### src/abu_pkg.sv
// package of constants and carrier types for the address breakpoint unit
package abu_pkg;
    // register word offsets on the avalon bus (word addresses)
    localparam logic [3:0] ADDR_BRK_SC = 4'h0;
    localparam logic [3:0] ADDR_MATCH_HI = 4'h1;
    localparam logic [3:0] ADDR_MATCH_LO = 4'h2;
    localparam logic [3:0] ADDR_WAIT_EXIT = 4'h3;
    localparam logic [3:0] ADDR_FLAG_CLR = 4'h4;
    localparam logic [3:0] ADDR_IRQ_STAT = 4'h5;
    localparam logic [3:0] ADDR_IRQ_MASK = 4'h6;
    // field positions
    localparam int BIT_ENABLE = 7;
    localparam int BIT_ACTIVE = 6;
    localparam int BIT_WAIT_EXIT = 1;
    localparam int BIT_STOP_WAIT = 0;
    localparam int BIT_FLAG_PERMIT = 7;
    localparam int BIT_EV_BREAK = 0;
    localparam int BIT_EV_WAKE = 1;
    // reset values
    localparam logic [7:0] RST_BYTE = 8'h00;
    localparam logic [1:0] RST_EV = 2'h0;
    // vectors for the software interrupt fetch
    localparam logic [15:0] VEC_NORMAL = 16'hfffc;
    localparam logic [15:0] VEC_MONITOR = 16'hfefc;
    // opcode injected into the instruction register, value arbitrary here
    localparam logic [7:0] SWI_OPCODE = 8'h83;

    typedef struct packed {
        logic [15:0] pc_addr;
        logic pc_valid;
        logic instr_last;
        logic rti_done;
    } abu_cpu_type;

    typedef struct packed {
        logic req;
        logic [7:0] opcode;
        logic [15:0] vector;
    } abu_brk_type;

    typedef enum logic [2:0] {
        ST_IDLE = 3'b001,
        ST_PEND = 3'b010,
        ST_BREAK = 3'b100
    } abu_state_type;
endpackage

### src/abu_top.sv
// address breakpoint unit with avalon-mm register slave
// What this block does
// - pc address equal to match address raises a breakpoint request
// - break injects software interrupt opcode, vector fffc or fefc in monitor mode
// - writing 1 to the active flag starts a break like a match
// - break starts after current instruction, at once if match on last cycle
// - return from interrupt in the handler ends the break state
// - during a break the timers freeze and ignore captures
// - during a break the watchdog is off when test voltage is present
// - break in stop mode wakes the part and sets stop/wait exit indication
// - enable bit 7 gates 16-bit address matches, reset clears it
// - active flag set on match, cleared by reset, software clears it
// - two byte registers hold match address halves, reset zero
// - wait exit flag set when break leaves wait, cleared by writing 0
// - status clearing during break only when permit bit is 1
// - comparison keeps working in wait mode
//
// The Avalon-MM interface to the registers and the placing of the registers were decided locally.
`timescale 1ns/1ps
module abu_top (
    // clock, reset, enable
    input wire logic mclk,
    input wire logic rst_n,
    input wire logic clk_en,
    // avalon-mm slave
    input wire logic [3:0] avs_address,
    input wire logic avs_read,
    input wire logic avs_write,
    input wire logic [31:0] avs_writedata,
    output logic [31:0] avs_readdata,
    output logic avs_waitrequest,
    // processor side
    input wire abu_pkg::abu_cpu_type cpu_in,
    input wire logic monitor_mode,
    input wire logic in_wait,
    input wire logic in_stop,
    input wire logic test_voltage_pin,
    // break request and side effects
    output abu_pkg::abu_brk_type brk_out,
    output logic break_active,
    output logic timer_freeze,
    output logic watchdog_disable,
    output logic wake_req,
    output logic flag_clear_permit_out,
    // interrupt
    output logic irq
);
    abu_pkg::abu_state_type state_r, state_nxt;
    logic enable_r;
    logic active_r;
    logic [7:0] match_hi_r;
    logic [7:0] match_lo_r;
    logic wait_exit_r;
    logic stop_wait_r;
    logic permit_r;
    logic [1:0] ev_stat_r;
    logic [1:0] ev_mask_r;
    logic ack_r;
    logic [2:0] tv_sync_r;
    logic test_v;
    logic wr_acc, rd_acc;
    logic addr_hit;
    logic sw_trigger;
    logic trigger;
    logic break_start;
    logic [1:0] ev_set;

    function automatic logic is_wr(input logic [3:0] a, input logic [3:0] want);
        is_wr = (a == want);
    endfunction

    // one wait state per access keeps readdata registered; a write lands at the acknowledging edge
    assign wr_acc = avs_write && ack_r && clk_en;
    assign rd_acc = avs_read && !ack_r && clk_en;
    // a frozen clock enable holds the bus in wait so no access is lost
    assign avs_waitrequest = (avs_read || avs_write) && !(ack_r && clk_en);

    always_ff @(posedge mclk or negedge rst_n) begin
        if (!rst_n) begin
            ack_r <= 1'b0;
        end else if (clk_en) begin
            ack_r <= (avs_read || avs_write) && !ack_r;
        end
    end

    // test voltage on reset pin is asynchronous: three flops, act when last two agree
    always_ff @(posedge mclk or negedge rst_n) begin
        if (!rst_n) begin
            tv_sync_r <= 3'h0;
        end else if (clk_en) begin
            tv_sync_r <= {tv_sync_r[1:0], test_voltage_pin};
        end
    end

    always_ff @(posedge mclk or negedge rst_n) begin
        if (!rst_n) begin
            test_v <= 1'b0;
        end else if (clk_en && (tv_sync_r[2] == tv_sync_r[1])) begin
            test_v <= tv_sync_r[2];
        end
    end

    // comparison runs in wait mode too; only the enable and pc_valid gate it
    assign addr_hit = enable_r && cpu_in.pc_valid
        && (cpu_in.pc_addr == {match_hi_r, match_lo_r});
    assign sw_trigger = wr_acc && is_wr(avs_address, abu_pkg::ADDR_BRK_SC)
        && avs_writedata[abu_pkg::BIT_ACTIVE] && !active_r;
    assign trigger = (addr_hit || sw_trigger) && (state_r == abu_pkg::ST_IDLE);

    // break waits for the instruction boundary; a hit on the last cycle starts now
    always_comb begin
        state_nxt = state_r;
        break_start = 1'b0;
        case (state_r)
            abu_pkg::ST_IDLE: begin
                if (trigger) begin
                    if (cpu_in.instr_last) begin
                        state_nxt = abu_pkg::ST_BREAK;
                        break_start = 1'b1;
                    end else begin
                        state_nxt = abu_pkg::ST_PEND;
                    end
                end
            end
            abu_pkg::ST_PEND: begin
                if (cpu_in.instr_last) begin
                    state_nxt = abu_pkg::ST_BREAK;
                    break_start = 1'b1;
                end
            end
            abu_pkg::ST_BREAK: begin
                if (cpu_in.rti_done) begin
                    state_nxt = abu_pkg::ST_IDLE;
                end
            end
            default: state_nxt = abu_pkg::ST_IDLE;
        endcase
    end

    always_ff @(posedge mclk or negedge rst_n) begin
        if (!rst_n) begin
            state_r <= abu_pkg::ST_IDLE;
        end else if (clk_en) begin
            state_r <= state_nxt;
        end
    end

    // breakpoint status/control register
    always_ff @(posedge mclk or negedge rst_n) begin
        if (!rst_n) begin
            enable_r <= 1'b0;
            active_r <= 1'b0;
        end else if (clk_en) begin
            if (wr_acc && is_wr(avs_address, abu_pkg::ADDR_BRK_SC)) begin
                enable_r <= avs_writedata[abu_pkg::BIT_ENABLE];
            end
            // a match in the same cycle as a clear keeps the flag set
            if (addr_hit || sw_trigger) begin
                active_r <= 1'b1;
            end else if (wr_acc && is_wr(avs_address, abu_pkg::ADDR_BRK_SC)) begin
                active_r <= avs_writedata[abu_pkg::BIT_ACTIVE];
            end
        end
    end

    // match address halves
    always_ff @(posedge mclk or negedge rst_n) begin
        if (!rst_n) begin
            match_hi_r <= abu_pkg::RST_BYTE;
            match_lo_r <= abu_pkg::RST_BYTE;
        end else if (clk_en && wr_acc) begin
            if (is_wr(avs_address, abu_pkg::ADDR_MATCH_HI)) begin
                match_hi_r <= avs_writedata[7:0];
            end
            if (is_wr(avs_address, abu_pkg::ADDR_MATCH_LO)) begin
                match_lo_r <= avs_writedata[7:0];
            end
        end
    end

    // wait/stop exit flags: set wins over a write of 0
    always_ff @(posedge mclk or negedge rst_n) begin
        if (!rst_n) begin
            wait_exit_r <= 1'b0;
            stop_wait_r <= 1'b0;
        end else if (clk_en) begin
            if (break_start && in_wait) begin
                wait_exit_r <= 1'b1;
            end else if (wr_acc && is_wr(avs_address, abu_pkg::ADDR_WAIT_EXIT)
                         && !avs_writedata[abu_pkg::BIT_WAIT_EXIT]) begin
                wait_exit_r <= 1'b0;
            end
            if (break_start && (in_wait || in_stop)) begin
                stop_wait_r <= 1'b1;
            end else if (wr_acc && is_wr(avs_address, abu_pkg::ADDR_WAIT_EXIT)
                         && !avs_writedata[abu_pkg::BIT_STOP_WAIT]) begin
                stop_wait_r <= 1'b0;
            end
        end
    end

    always_ff @(posedge mclk or negedge rst_n) begin
        if (!rst_n) begin
            permit_r <= 1'b0;
        end else if (clk_en && wr_acc && is_wr(avs_address, abu_pkg::ADDR_FLAG_CLR)) begin
            permit_r <= avs_writedata[abu_pkg::BIT_FLAG_PERMIT];
        end
    end

    // interrupt status: sticky, write one to clear, set wins
    assign ev_set[abu_pkg::BIT_EV_BREAK] = break_start;
    assign ev_set[abu_pkg::BIT_EV_WAKE] = break_start && (in_wait || in_stop);

    always_ff @(posedge mclk or negedge rst_n) begin
        if (!rst_n) begin
            ev_stat_r <= abu_pkg::RST_EV;
            ev_mask_r <= abu_pkg::RST_EV;
        end else if (clk_en) begin
            if (wr_acc && is_wr(avs_address, abu_pkg::ADDR_IRQ_STAT)) begin
                ev_stat_r <= (ev_stat_r & ~avs_writedata[1:0]) | ev_set;
            end else begin
                ev_stat_r <= ev_stat_r | ev_set;
            end
            if (wr_acc && is_wr(avs_address, abu_pkg::ADDR_IRQ_MASK)) begin
                ev_mask_r <= avs_writedata[1:0];
            end
        end
    end

    assign irq = |(ev_stat_r & ev_mask_r);

    // read data registered at the wait-state edge, one edge before the acknowledging edge
    always_ff @(posedge mclk or negedge rst_n) begin
        if (!rst_n) begin
            avs_readdata <= 32'h0;
        end else if (rd_acc) begin
            case (avs_address)
                abu_pkg::ADDR_BRK_SC: avs_readdata <= {24'h0, enable_r, active_r, 6'h0};
                abu_pkg::ADDR_MATCH_HI: avs_readdata <= {24'h0, match_hi_r};
                abu_pkg::ADDR_MATCH_LO: avs_readdata <= {24'h0, match_lo_r};
                abu_pkg::ADDR_WAIT_EXIT: avs_readdata <= {30'h0, wait_exit_r, stop_wait_r};
                abu_pkg::ADDR_FLAG_CLR: avs_readdata <= {24'h0, permit_r, 7'h0};
                abu_pkg::ADDR_IRQ_STAT: avs_readdata <= {30'h0, ev_stat_r};
                abu_pkg::ADDR_IRQ_MASK: avs_readdata <= {30'h0, ev_mask_r};
                default: avs_readdata <= 32'h0;
            endcase
        end
    end

    // break request toward the system integration unit
    always_ff @(posedge mclk or negedge rst_n) begin
        if (!rst_n) begin
            brk_out <= '0;
        end else if (clk_en) begin
            brk_out.req <= break_start;
            brk_out.opcode <= abu_pkg::SWI_OPCODE;
            brk_out.vector <= monitor_mode ? abu_pkg::VEC_MONITOR : abu_pkg::VEC_NORMAL;
        end
    end

    assign break_active = (state_r == abu_pkg::ST_BREAK);
    assign timer_freeze = break_active;
    assign watchdog_disable = break_active && test_v;
    assign wake_req = break_start && (in_wait || in_stop) && clk_en;
    // other blocks may clear their flags in a break only with permission
    assign flag_clear_permit_out = !break_active || permit_r;
endmodule

### config.mk
export PLATFORM = sky130hd
export DESIGN_NAME = abu_top
export DESIGN_NICKNAME = d
export VERILOG_FILES = /design/src/abu_pkg.sv /design/src/abu_top.sv
export SDC_FILE = /design/constraint.sdc
export NUM_CORES = 1
export LEC_CHECK = 0
export BUFFER_PORTS_ARGS = -buffer_cell sky130_fd_sc_hd__buf_2
export CORE_MARGIN = 4
export CORE_UTILIZATION = 35
export DETAILED_ROUTE_END_ITERATION = 8
export PLACE_DENSITY_LB_ADDON = 0.2
export SETUP_SLACK_MARGIN = 0.1
export SLEW_MARGIN = 40
export SYNTH_ARGS = -nofsm -noshare
export SYNTH_HDL_FRONTEND = slang
export SYNTH_SLANG_ARGS = --single-unit
### constraint.sdc
create_clock -name mclk -period 1.8 [get_ports mclk]
set_input_delay 0.18 -clock mclk [delete_from_list [all_inputs] [get_ports mclk]]
set_output_delay 0.18 -clock mclk [all_outputs]
set_load 0.05 [all_outputs]
==> results of run 1 <==
-- repair_timing --
action | in CTS | in global routing
buffers inserted | 6 | 2
endpoints found under the setup margin | 10 | 11
hold endpoints to repair | 17 | 0
resized for setup | 16 | 12
pin swaps | 6 | 7
hold buffers | 1 | 0
-- layout make-up --
type / instances / area [µm²]
clock buffers: 6 / 72.6
multi-input cells: 181 / 1310
inverters: 6 / 22.5
flip-flops and latches: 44 / 1100
well taps: 99 / 124
repair buffers: 111 / 716
clock inverters: 2 / 35.0
fillers: 728 / 3870
-- power groups by stage --
stage	registers [mW]	logic, mW	clock network (mW)
floorplan	1.25	0.473	0
global placement	1.22	0.689	0
detailed placement	1.23	0.696	0
CTS	1.21	0.720	0.769
global route	1.22	0.800	0.814
finish	1.20	0.733	0.742
-- path summary, 6_finish.rpt --
kind | depth (start not counted) | to
setup / recovery | 7 | wake_req
hold / removal | 2 | brk_out[8]
setup reg to reg | 11 | brk_out[24]
hold reg to reg | 2 | avs_readdata[2]
max in group asynchronous | 3 | ev_mask_r[1]
min in group asynchronous | 2 | avs_readdata[3]
-- kinds of logic (layout without fill, tap and decap cells) --
logic type	after synthesis	count (layout)	share of synthesized area (%)
other	1	31	0.143
DFF	44	44	42.0
AOI/OAI and AO/OA	44	44	11.5
and+or+nand+nor	63	63	13.4
buffers and inverters	62	125	16.2
xor gates and xnor gates	16	16	5.34
muxes	27	27	11.4
-- metrics by stage --
stage	cells	setup TNS (ps)	cell area, µm²	power (mW)	hold slack (ps)
final	449	-1700	3390	2.68	49.9
after global routing	449	-2480	3390	2.84	39.0
after CTS	447	-1720	3300	2.69	38.9
after detailed placement	432	-268	3080	1.92	167
after global placement	432	-225	3080	1.91	161
after floorplan	287	0	2760	1.72	-116
-- flip-flops by register name, indices dropped and copies added, names as in the netlist --
name / count
avs_readdata: 8
match_hi_r: 8
match_lo_r: 8
brk_out: 3
state_r: 3
tv_sync_r: 3
ev_mask_r: 2
ev_stat_r: 2
ack_r: 1
active_r: 1
enable_r: 1
permit_r: 1
stop_wait_r: 1
test_v: 1
wait_exit_r: 1
-- Yosys cell counts --
master	number
nor2b_1	6
inv_1	6
nand3b_2	1
dfrtp_1	43
xor2_1	16
conb_1	1
o21ba_2	1
nand4_1	5
buf_4	49
buf_2	6
mux2_2	24
nand2_1	11
and2_1	3
nor4_1	3
o41ai_2	1
nand2b_1	4
a22o_1	5
nand3b_1	1
a32o_2	1
o21a_1	2
nor3_1	2
and3_1	3
o41ai_1	1
o22ai_1	3
clkbuf_1	1
dfstp_2	1
o31ai_1	1
a22oi_1	8
mux2i_1	3
nor3b_1	2
a21oi_1	6
nand4bb_1	1
or3b_2	1
nor2_1	10
nand3_1	6
or3_1	1
a311oi_1	1
a31oi_1	1
or2_2	1
nand3_2	1
o21ai_0	13
nor2_2	1
-- metal layers --
layer  track usage [%]  vias up  routed length [µm]
li1                  -     1000                   -
met1              19.1      957                2680
met2              23.3       63                2990
met3              3.03        6                 395
met4              5.05        0                  90
met5                 0        -                   0
==> impl_metrics.ini, run 1 <==
[run_status]
outcome = complete, but fails checks
violations = negative setup slack

[timing]
rsz0062_at_grt = yes
min_period_ps = 2110
layout_setup_ws_ps = -307
fin_worst_skew_ps = 8.67
max_freq_mhz = 475
finalSetupViolCount = 8
slew_violations = 0
timing.final.crit_share_pct = 117
finalHoldViolCount = 0

[cts]
insertion_delay_ps = 300
cts_root_buf = clkbuf_8
path_clk_slew_ps = 80
clkSinkCount = 44
cts_tree = done
htree_levels = 2
clockBufferDepth = 2
numCtsBuffers = 5

[critical_path]
cp-startpoint = match_lo_r[2]
cp_slowest_cell = dfrtp_1
worstPathMaxFanout = 2
critical_path_class = register to output port
max_stage_delay_ps = 400
r2r_slack_ps = -270
worstPathCellList = xor2_1, nor4_2, buf_4, nand4bb_4, o21ba_4, nor2_4, buf_8
cp_top_family = simple AND/OR/NAND/NOR gates
worst-path-buf-inv = 2
startpoint_type = register
reg2reg_from = match_lo_r[2]
cp-end-kind = output port
cp.arrival_ps = 1930
worstPathRequired_ps = 1620

[synthesis]
synth_top_cell_area_share_pct = 41.0
synth_top_cell_by_area = dfrtp_1
yosysSeqAreaShare_pct = 42.0
ys_types = 42
synth_area_leaders = dfrtp_1 41%, buf_4 14%, mux2_2 10%
synth_warnings = 0
ys_ff_latch = 44
netlist_instances = 257
syn_avg_cell_area_um2 = 10.2
synth_area_mm2 = 0.00262

[routing]
drtIter0Drc = 59
post_drt_wl_per_cell_um = 13.7
firstDrtPassIters = 4
routed_wl_um = 6150
viasPerCell = 4.51
via_count = 2026
drtAntennaViolNets = 0
drcViolationCount = 0

[floorplanning]
fp-row-count = 31
coreArea_mm2 = 0.00725
boundaryPins = 128
initial_core_util_pct = 36.2
die-height_um = 94.6
die_w_um = 94.6
die-area_mm2 = 0.00895

[power]
comb_power_share_pct = 27.4
seqPwrFrac_pct = 45.0
p_leak_nw = 1.69
vdd_drop_max_v = 0.000274
power_switching_mw = 0.848
p_clk_share_pct = 27.7
powerDensity_mw_per_mm2 = 792
swShare_pct = 31.6
internal-power_mw = 1.83

[grt]
grt_overflow = 0
grt_first_pass_wirelength_um = 9920
antenna_found_initial = 0
grt_pass1_vias = 2035
track_usage_pct = 14.4
grt_max_degree = 27

[placed_design]
pre_cts_slack_ps = -153
io_buffers = 72
hpwl_um = 4830
gp_congestion = 0.838

[final_layout]
postLayoutCoreUtil_pct = 46.7
syn2layout_area_growth_pct = 29.0
fin_nets = 413
drive_gt1_share_pct = 47.1
mostFrequentLayoutCells = 70 x buf_2, 43 x dfrtp_1, 32 x buf_4
layout_commonest_cell = buf_2
diodes = 0

[min_path]
hp-class = input pin to register
hold_start = monitor_mode

[job]
cap_violations = 0
Note: power is estimated with default switching activity, not from simulation.
==> run 2: changes to the inputs <==
==> constraint.sdc (replaced) <==
create_clock -name mclk -period 1.9 [get_ports mclk]
set_input_delay 0.19 -clock mclk [delete_from_list [all_inputs] [get_ports mclk]]
set_output_delay 0.19 -clock mclk [all_outputs]
set_load 0.05 [all_outputs]
==> run 2 against run 1 <==
  * The flow still finishes with violations (negative setup slack)
  * Sequential power down 5%
  * Core utilization fell by 1.1 points
  * First-iteration DRC count rose by 17%
  * Critical path depth is the same
  * Hold slack improved by 9.8 ps
  * Die area unchanged
  * Sequential share of layout area rose by 0.78 points
  * Critical endpoint unchanged
  * Largest power group unchanged
  * Highest routed layer unchanged
==> impl_metrics.ini, run 2 (same netlist as run 1, synthesis figures left out) <==
[floorplanning]
coreArea_mm2 = 0.00725
die-area_mm2 = 0.00895
die_w_um = 94.6
die-height_um = 94.6
fp-row-count = 31
initial_core_util_pct = 36.2
boundaryPins = 128

[final_layout]
diodes = 0
syn2layout_area_growth_pct = 26.0
drive_gt1_share_pct = 45.0
fin_nets = 410
postLayoutCoreUtil_pct = 45.6
stdcell_area_mm2 = 0.00331
mostFrequentLayoutCells = 71 x buf_2, 43 x dfrtp_1, 31 x conb_1
largestRegisters = avs_readdata (8), match_hi_r (8), match_lo_r (8)
layout_commonest_cell = buf_2

[timing]
slew_violations = 0
worstMarginPinSlew_ps = 501
rsz0062_at_grt = yes
max_freq_mhz = 476
fin_worst_skew_ps = 18.7
holdWs_ps = 59.7
finalHoldViolCount = 0
min_period_ps = 2100
tns_ps = -519
timing.final.crit_share_pct = 110
layout_setup_ws_ps = -199
finalSetupViolCount = 4
max_slew_margin_pct = 66.4

[placed_design]
placed_cell_area_mm2 = 0.00304
gp_congestion = 0.812
io_buffers = 72
hpwl_um = 4740

[grt]
use_met1_pct = 18.7
grt_pass1_vias = 1976
antenna_found_initial = 0
grt_overflow = 0
grt.met2_usage_pct = 22.9
grt_util_met3_pct = 2.63
track_usage_pct = 13.9
grt_first_pass_wirelength_um = 9770
busiest_layer = met2
grt_max_degree = 27

[critical_path]
cp-startpoint = match_hi_r[7]
reg2reg_from = match_hi_r[7]
startpoint_type = register
cp.arrival_ps = 1910
critical_path_class = register to output port
worstPathMaxFanout = 2
cp-end-kind = output port
worstPathRequired_ps = 1710

[cts]
path_clk_slew_ps = 100
clkSinkCount = 44
htree_levels = 2
numCtsBuffers = 5
insertion_delay_ps = 310
clockBufferDepth = 2
cts_tree = done
cts_root_buf = clkbuf_8

[min_path]
hp-class = input pin to register
hold_start = monitor_mode

[routing]
drcViolationCount = 0
viasPerCell = 4.51
routed_wl_um = 6050
post_drt_wl_per_cell_um = 13.6
via_count = 2012
drtAntennaViolNets = 0
firstDrtPassIters = 4
drtIter0Drc = 69

[run_status]
violations = negative setup slack
outcome = complete, but fails checks

[power]
powerDensity_mw_per_mm2 = 777
p_leak_nw = 1.65
vdd_drop_max_v = 0.000334
power.total_mw = 2.57

[job]
cap_violations = 0
[run 2: cell types whose count changed in the layout (fill, tap and decap cells not counted), sizes merged]
| cell | before | now |
|---|---|---|
| inv | 6 | 7 |
| clkbuf | 6 | 5 |
| clkinv | 1 | 0 |
| clkinvlp | 0 | 1 |
| buf | 110 | 107 |
[run 2: layout make-up]
type / instances / area [µm²]
Tap cell: 99 / 124
Clock inverter: 3 / 46.3
Inverter: 6 / 22.5
Fill cell: 742 / 3950
Clock buffer: 5 / 68.8
Timing Repair Buffer: 108 / 671
Sequential cell: 44 / 1100
Multi-Input combinational cell: 181 / 1270
[run 2: power breakdown]
group	internal [mW]	switching [mW]	total (mW)
Clock	0.397	0.354	0.750
Sequential	1.05	0.0896	1.14
Combinational	0.287	0.392	0.678
Total	1.74	0.835	2.57
[run 2: worst paths after layout]
kind / endpoint / slack (ps) / depth (start not counted)
worst max-delay path: wake_req / -200 / 7
worst min-delay path: brk_out[8] / 60 / 2
worst max register to register: state_r[1] / -160 / 11
worst min register to register: avs_readdata[5] / 490 / 2
max in group asynchronous: state_r[0] / 950 / 3
min in group asynchronous: avs_readdata[3] / 350 / 2
[run 2: through the flow]
stage                     setup WS (ps)  cells
final                              -199    446
after global routing               -332    446
after CTS                          -285    444
after detailed placement          -12.4    427
after global placement            -21.1    427
after floorplan                     176    287
[run 2: worst max-delay path, stage by stage, from the launching register on]
cell	delay, ps
dfrtp_1	400
xor2_1	170
nor4_2	280
buf_4	150
nand4bb_1	130
o21ba_4	240
nor2_4	80
buf_6	160
[run 2: metal layers]
| layer | share of wire (%) | vias up |
|---|---|---|
| met5 | 0 | - |
| met4 | 1.3 | 0 |
| met3 | 6.0 | 5 |
| met2 | 48 | 56 |
| met1 | 45 | 953 |
| li1 | - | 998 |
[run 2: repair_timing]
action / CTS / global route
pin swaps: 5 / 5
hold endpoints to repair: 18 / 0
hold buffers: 1 / 0
endpoints found under the setup margin: 5 / 10
resized for setup: 8 / 10
setup buffers: 8 / 2
==> run 3: changes to the inputs <==
--- a/config.mk
+++ b/config.mk
@@ -5,9 +5,10 @@
 export SDC_FILE = /design/constraint.sdc
 export NUM_CORES = 1
 export LEC_CHECK = 0
-export BUFFER_PORTS_ARGS = -buffer_cell sky130_fd_sc_hd__buf_2
+export BUFFER_PORTS_ARGS = -buffer_cell sky130_fd_sc_hd__buf_4
 export CORE_MARGIN = 4
 export CORE_UTILIZATION = 35
+export CTS_CLUSTER_SIZE = 12
 export DETAILED_ROUTE_END_ITERATION = 8
 export PLACE_DENSITY_LB_ADDON = 0.2
 export SETUP_SLACK_MARGIN = 0.1
==> run 3 against run 2 <==
  * The run still ends with negative setup slack left
  * Critical path depth did not move
  * Combinational power fell by 1%
  * First-iteration DRC count up 49%
  * Worst setup slack worse by 1.8 ps
  * Non-clock buffer count is 13 lower
  * Largest cell class unchanged
  * Sequential power about the same
  * Routed wire length is 0.17% lower
  * Critical path type unchanged
  * Largest power group unchanged
==> impl_metrics.ini, run 3 (same netlist as run 1, synthesis figures left out) <==
[floorplanning]
die-area_mm2 = 0.00895
initial_core_util_pct = 36.2
fp-row-count = 31
coreArea_mm2 = 0.00725
die_w_um = 94.6
boundaryPins = 128
die-height_um = 94.6

[grt]
grt_overflow = 0
grt_max_degree = 45
grt_first_pass_wirelength_um = 9520
antenna_found_initial = 0
grt_pass1_vias = 1915
track_usage_pct = 13.6

[timing]
finalSetupViolCount = 1
max_freq_mhz = 476
min_period_ps = 2100
finalHoldViolCount = 0
timing.final.crit_share_pct = 111
worstMarginPinSlew_ps = 567
tns_ps = -201
rsz0062_at_grt = yes
layout_setup_ws_ps = -201
max_slew_margin_pct = 62.2
fin_worst_skew_ps = 12.6
slew_violations = 0
holdWs_ps = 70.1

[final_layout]
stdcell_area_mm2 = 0.00336
diodes = 0
drive_gt1_share_pct = 43.1
layout_commonest_cell = buf_4
largestRegisters = avs_readdata (8), match_hi_r (8), match_lo_r (8)
mostFrequentLayoutCells = 91 x buf_4, 43 x dfrtp_1, 31 x conb_1
fin_nets = 397
fill_cells = 716
stdcell_count = 433
syn2layout_area_growth_pct = 28.2

[critical_path]
worstPathMaxFanout = 2
startpoint_type = register
critical_path_class = register to output port
cp.arrival_ps = 1910
reg2reg_from = match_lo_r[7]
crit_end = wake_req
r2r-end = ev_stat_r[1]
worstPathRequired_ps = 1710
cp-startpoint = match_lo_r[7]
cp-end-kind = output port
reg2regPathDepth = 8
r2r_slack_ps = 40

[power]
swShare_pct = 31.7
p_clk_share_pct = 28.2
seqPwrFrac_pct = 45.3
power_switching_mw = 0.801
comb_power_share_pct = 26.5
p_leak_nw = 1.65
vdd_drop_max_v = 0.000419
powerDensity_mw_per_mm2 = 752
internal-power_mw = 1.73

[cts]
htree_levels = 2
clockBufferDepth = 2
clkSinkCount = 44
path_clk_slew_ps = 90
cts_tree = done
cts_root_buf = clkbuf_8
insertion_delay_ps = 300
numCtsBuffers = 5

[placed_design]
hpwl_um = 4650
pre_cts_slack_ps = 53.4
placed_cell_area_mm2 = 0.00312
gp_congestion = 0.821
place_inst = 416
io_buffers = 72

[routing]
via_count = 1992
viasPerCell = 4.60
drtIter0Drc = 103
post_drt_wl_per_cell_um = 13.9
drcViolationCount = 0
firstDrtPassIters = 4
routed_wl_um = 6040
drtAntennaViolNets = 0

[run_status]
violations = negative setup slack
outcome = complete, but fails checks

[job]
cap_violations = 0

[min_path]
hp-class = input pin to register
run 3: routing by layer:
metal  vias to the layer above  track usage [%]  wire (µm)
met3                         5             2.39        314
met1                       953             18.5       2710
met5                         -                0          0
met4                         0             3.61         68
li1                        970                -          -
met2                        64             22.2       2950
run 3: worst max-delay path: stages (launching register included):
cell	delay, ps
dfrtp_1	410
xor2_1	150
nor4_2	280
buf_4	150
nand4bb_1	130
o21ba_4	250
nor2_4	80
buf_6	160
run 3: how the worst min path moves through the flow:
stage | from | to | slack (ps) | cells after the start
final | monitor_mode | brk_out[8] | 70 | 2
after global routing | monitor_mode | brk_out[8] | 90 | 2
after CTS | monitor_mode | brk_out[8] | 60 | 2
after detailed placement | rst_n | match_lo_r[3] | 230 | 1
after global placement | rst_n | match_lo_r[3] | 230 | 1
after floorplan | rst_n | ack_r | -110 | 0
run 3: timing repair:
action	4_1_cts	5_1_grt
buffers inserted	5	4
hold endpoints to repair	43	0
pin swaps	6	10
hold buffers	1	0
gates resized for setup	5	11
setup endpoints to repair	5	8
run 3: power by group through the flow:
stage	Sequential (mW)	Clock (mW)	Combinational, mW
after floorplan	1.18	0	0.449
after global placement	1.17	0	0.622
after detailed placement	1.17	0	0.628
after CTS	1.15	0.736	0.659
after global routing	1.16	0.772	0.734
final	1.14	0.714	0.670
run 3: area by class of cell:
| type | instances | area [µm²] | share of cell area (%) |
|---|---|---|---|
| Tap cell | 99 | 124 | 3.68 |
| Inverter | 6 | 22.5 | 0.670 |
| Timing Repair Buffer | 95 | 727 | 21.6 |
| Sequential cell | 44 | 1100 | 32.8 |
| Clock buffer | 5 | 68.8 | 2.05 |
| Clock inverter | 3 | 42.5 | 1.26 |
| Multi-Input combinational cell | 181 | 1280 | 37.9 |
run 3: through the flow:
step / power, mW / util [%]
2_1_floorplan: 1.63 / -
3_3_place_gp: 1.79 / 43.1
3_5_place_dp: 1.80 / 43.1
4_1_cts: 2.54 / 45.6
5_1_grt: 2.67 / 46.4
6_report: 2.53 / 46.4
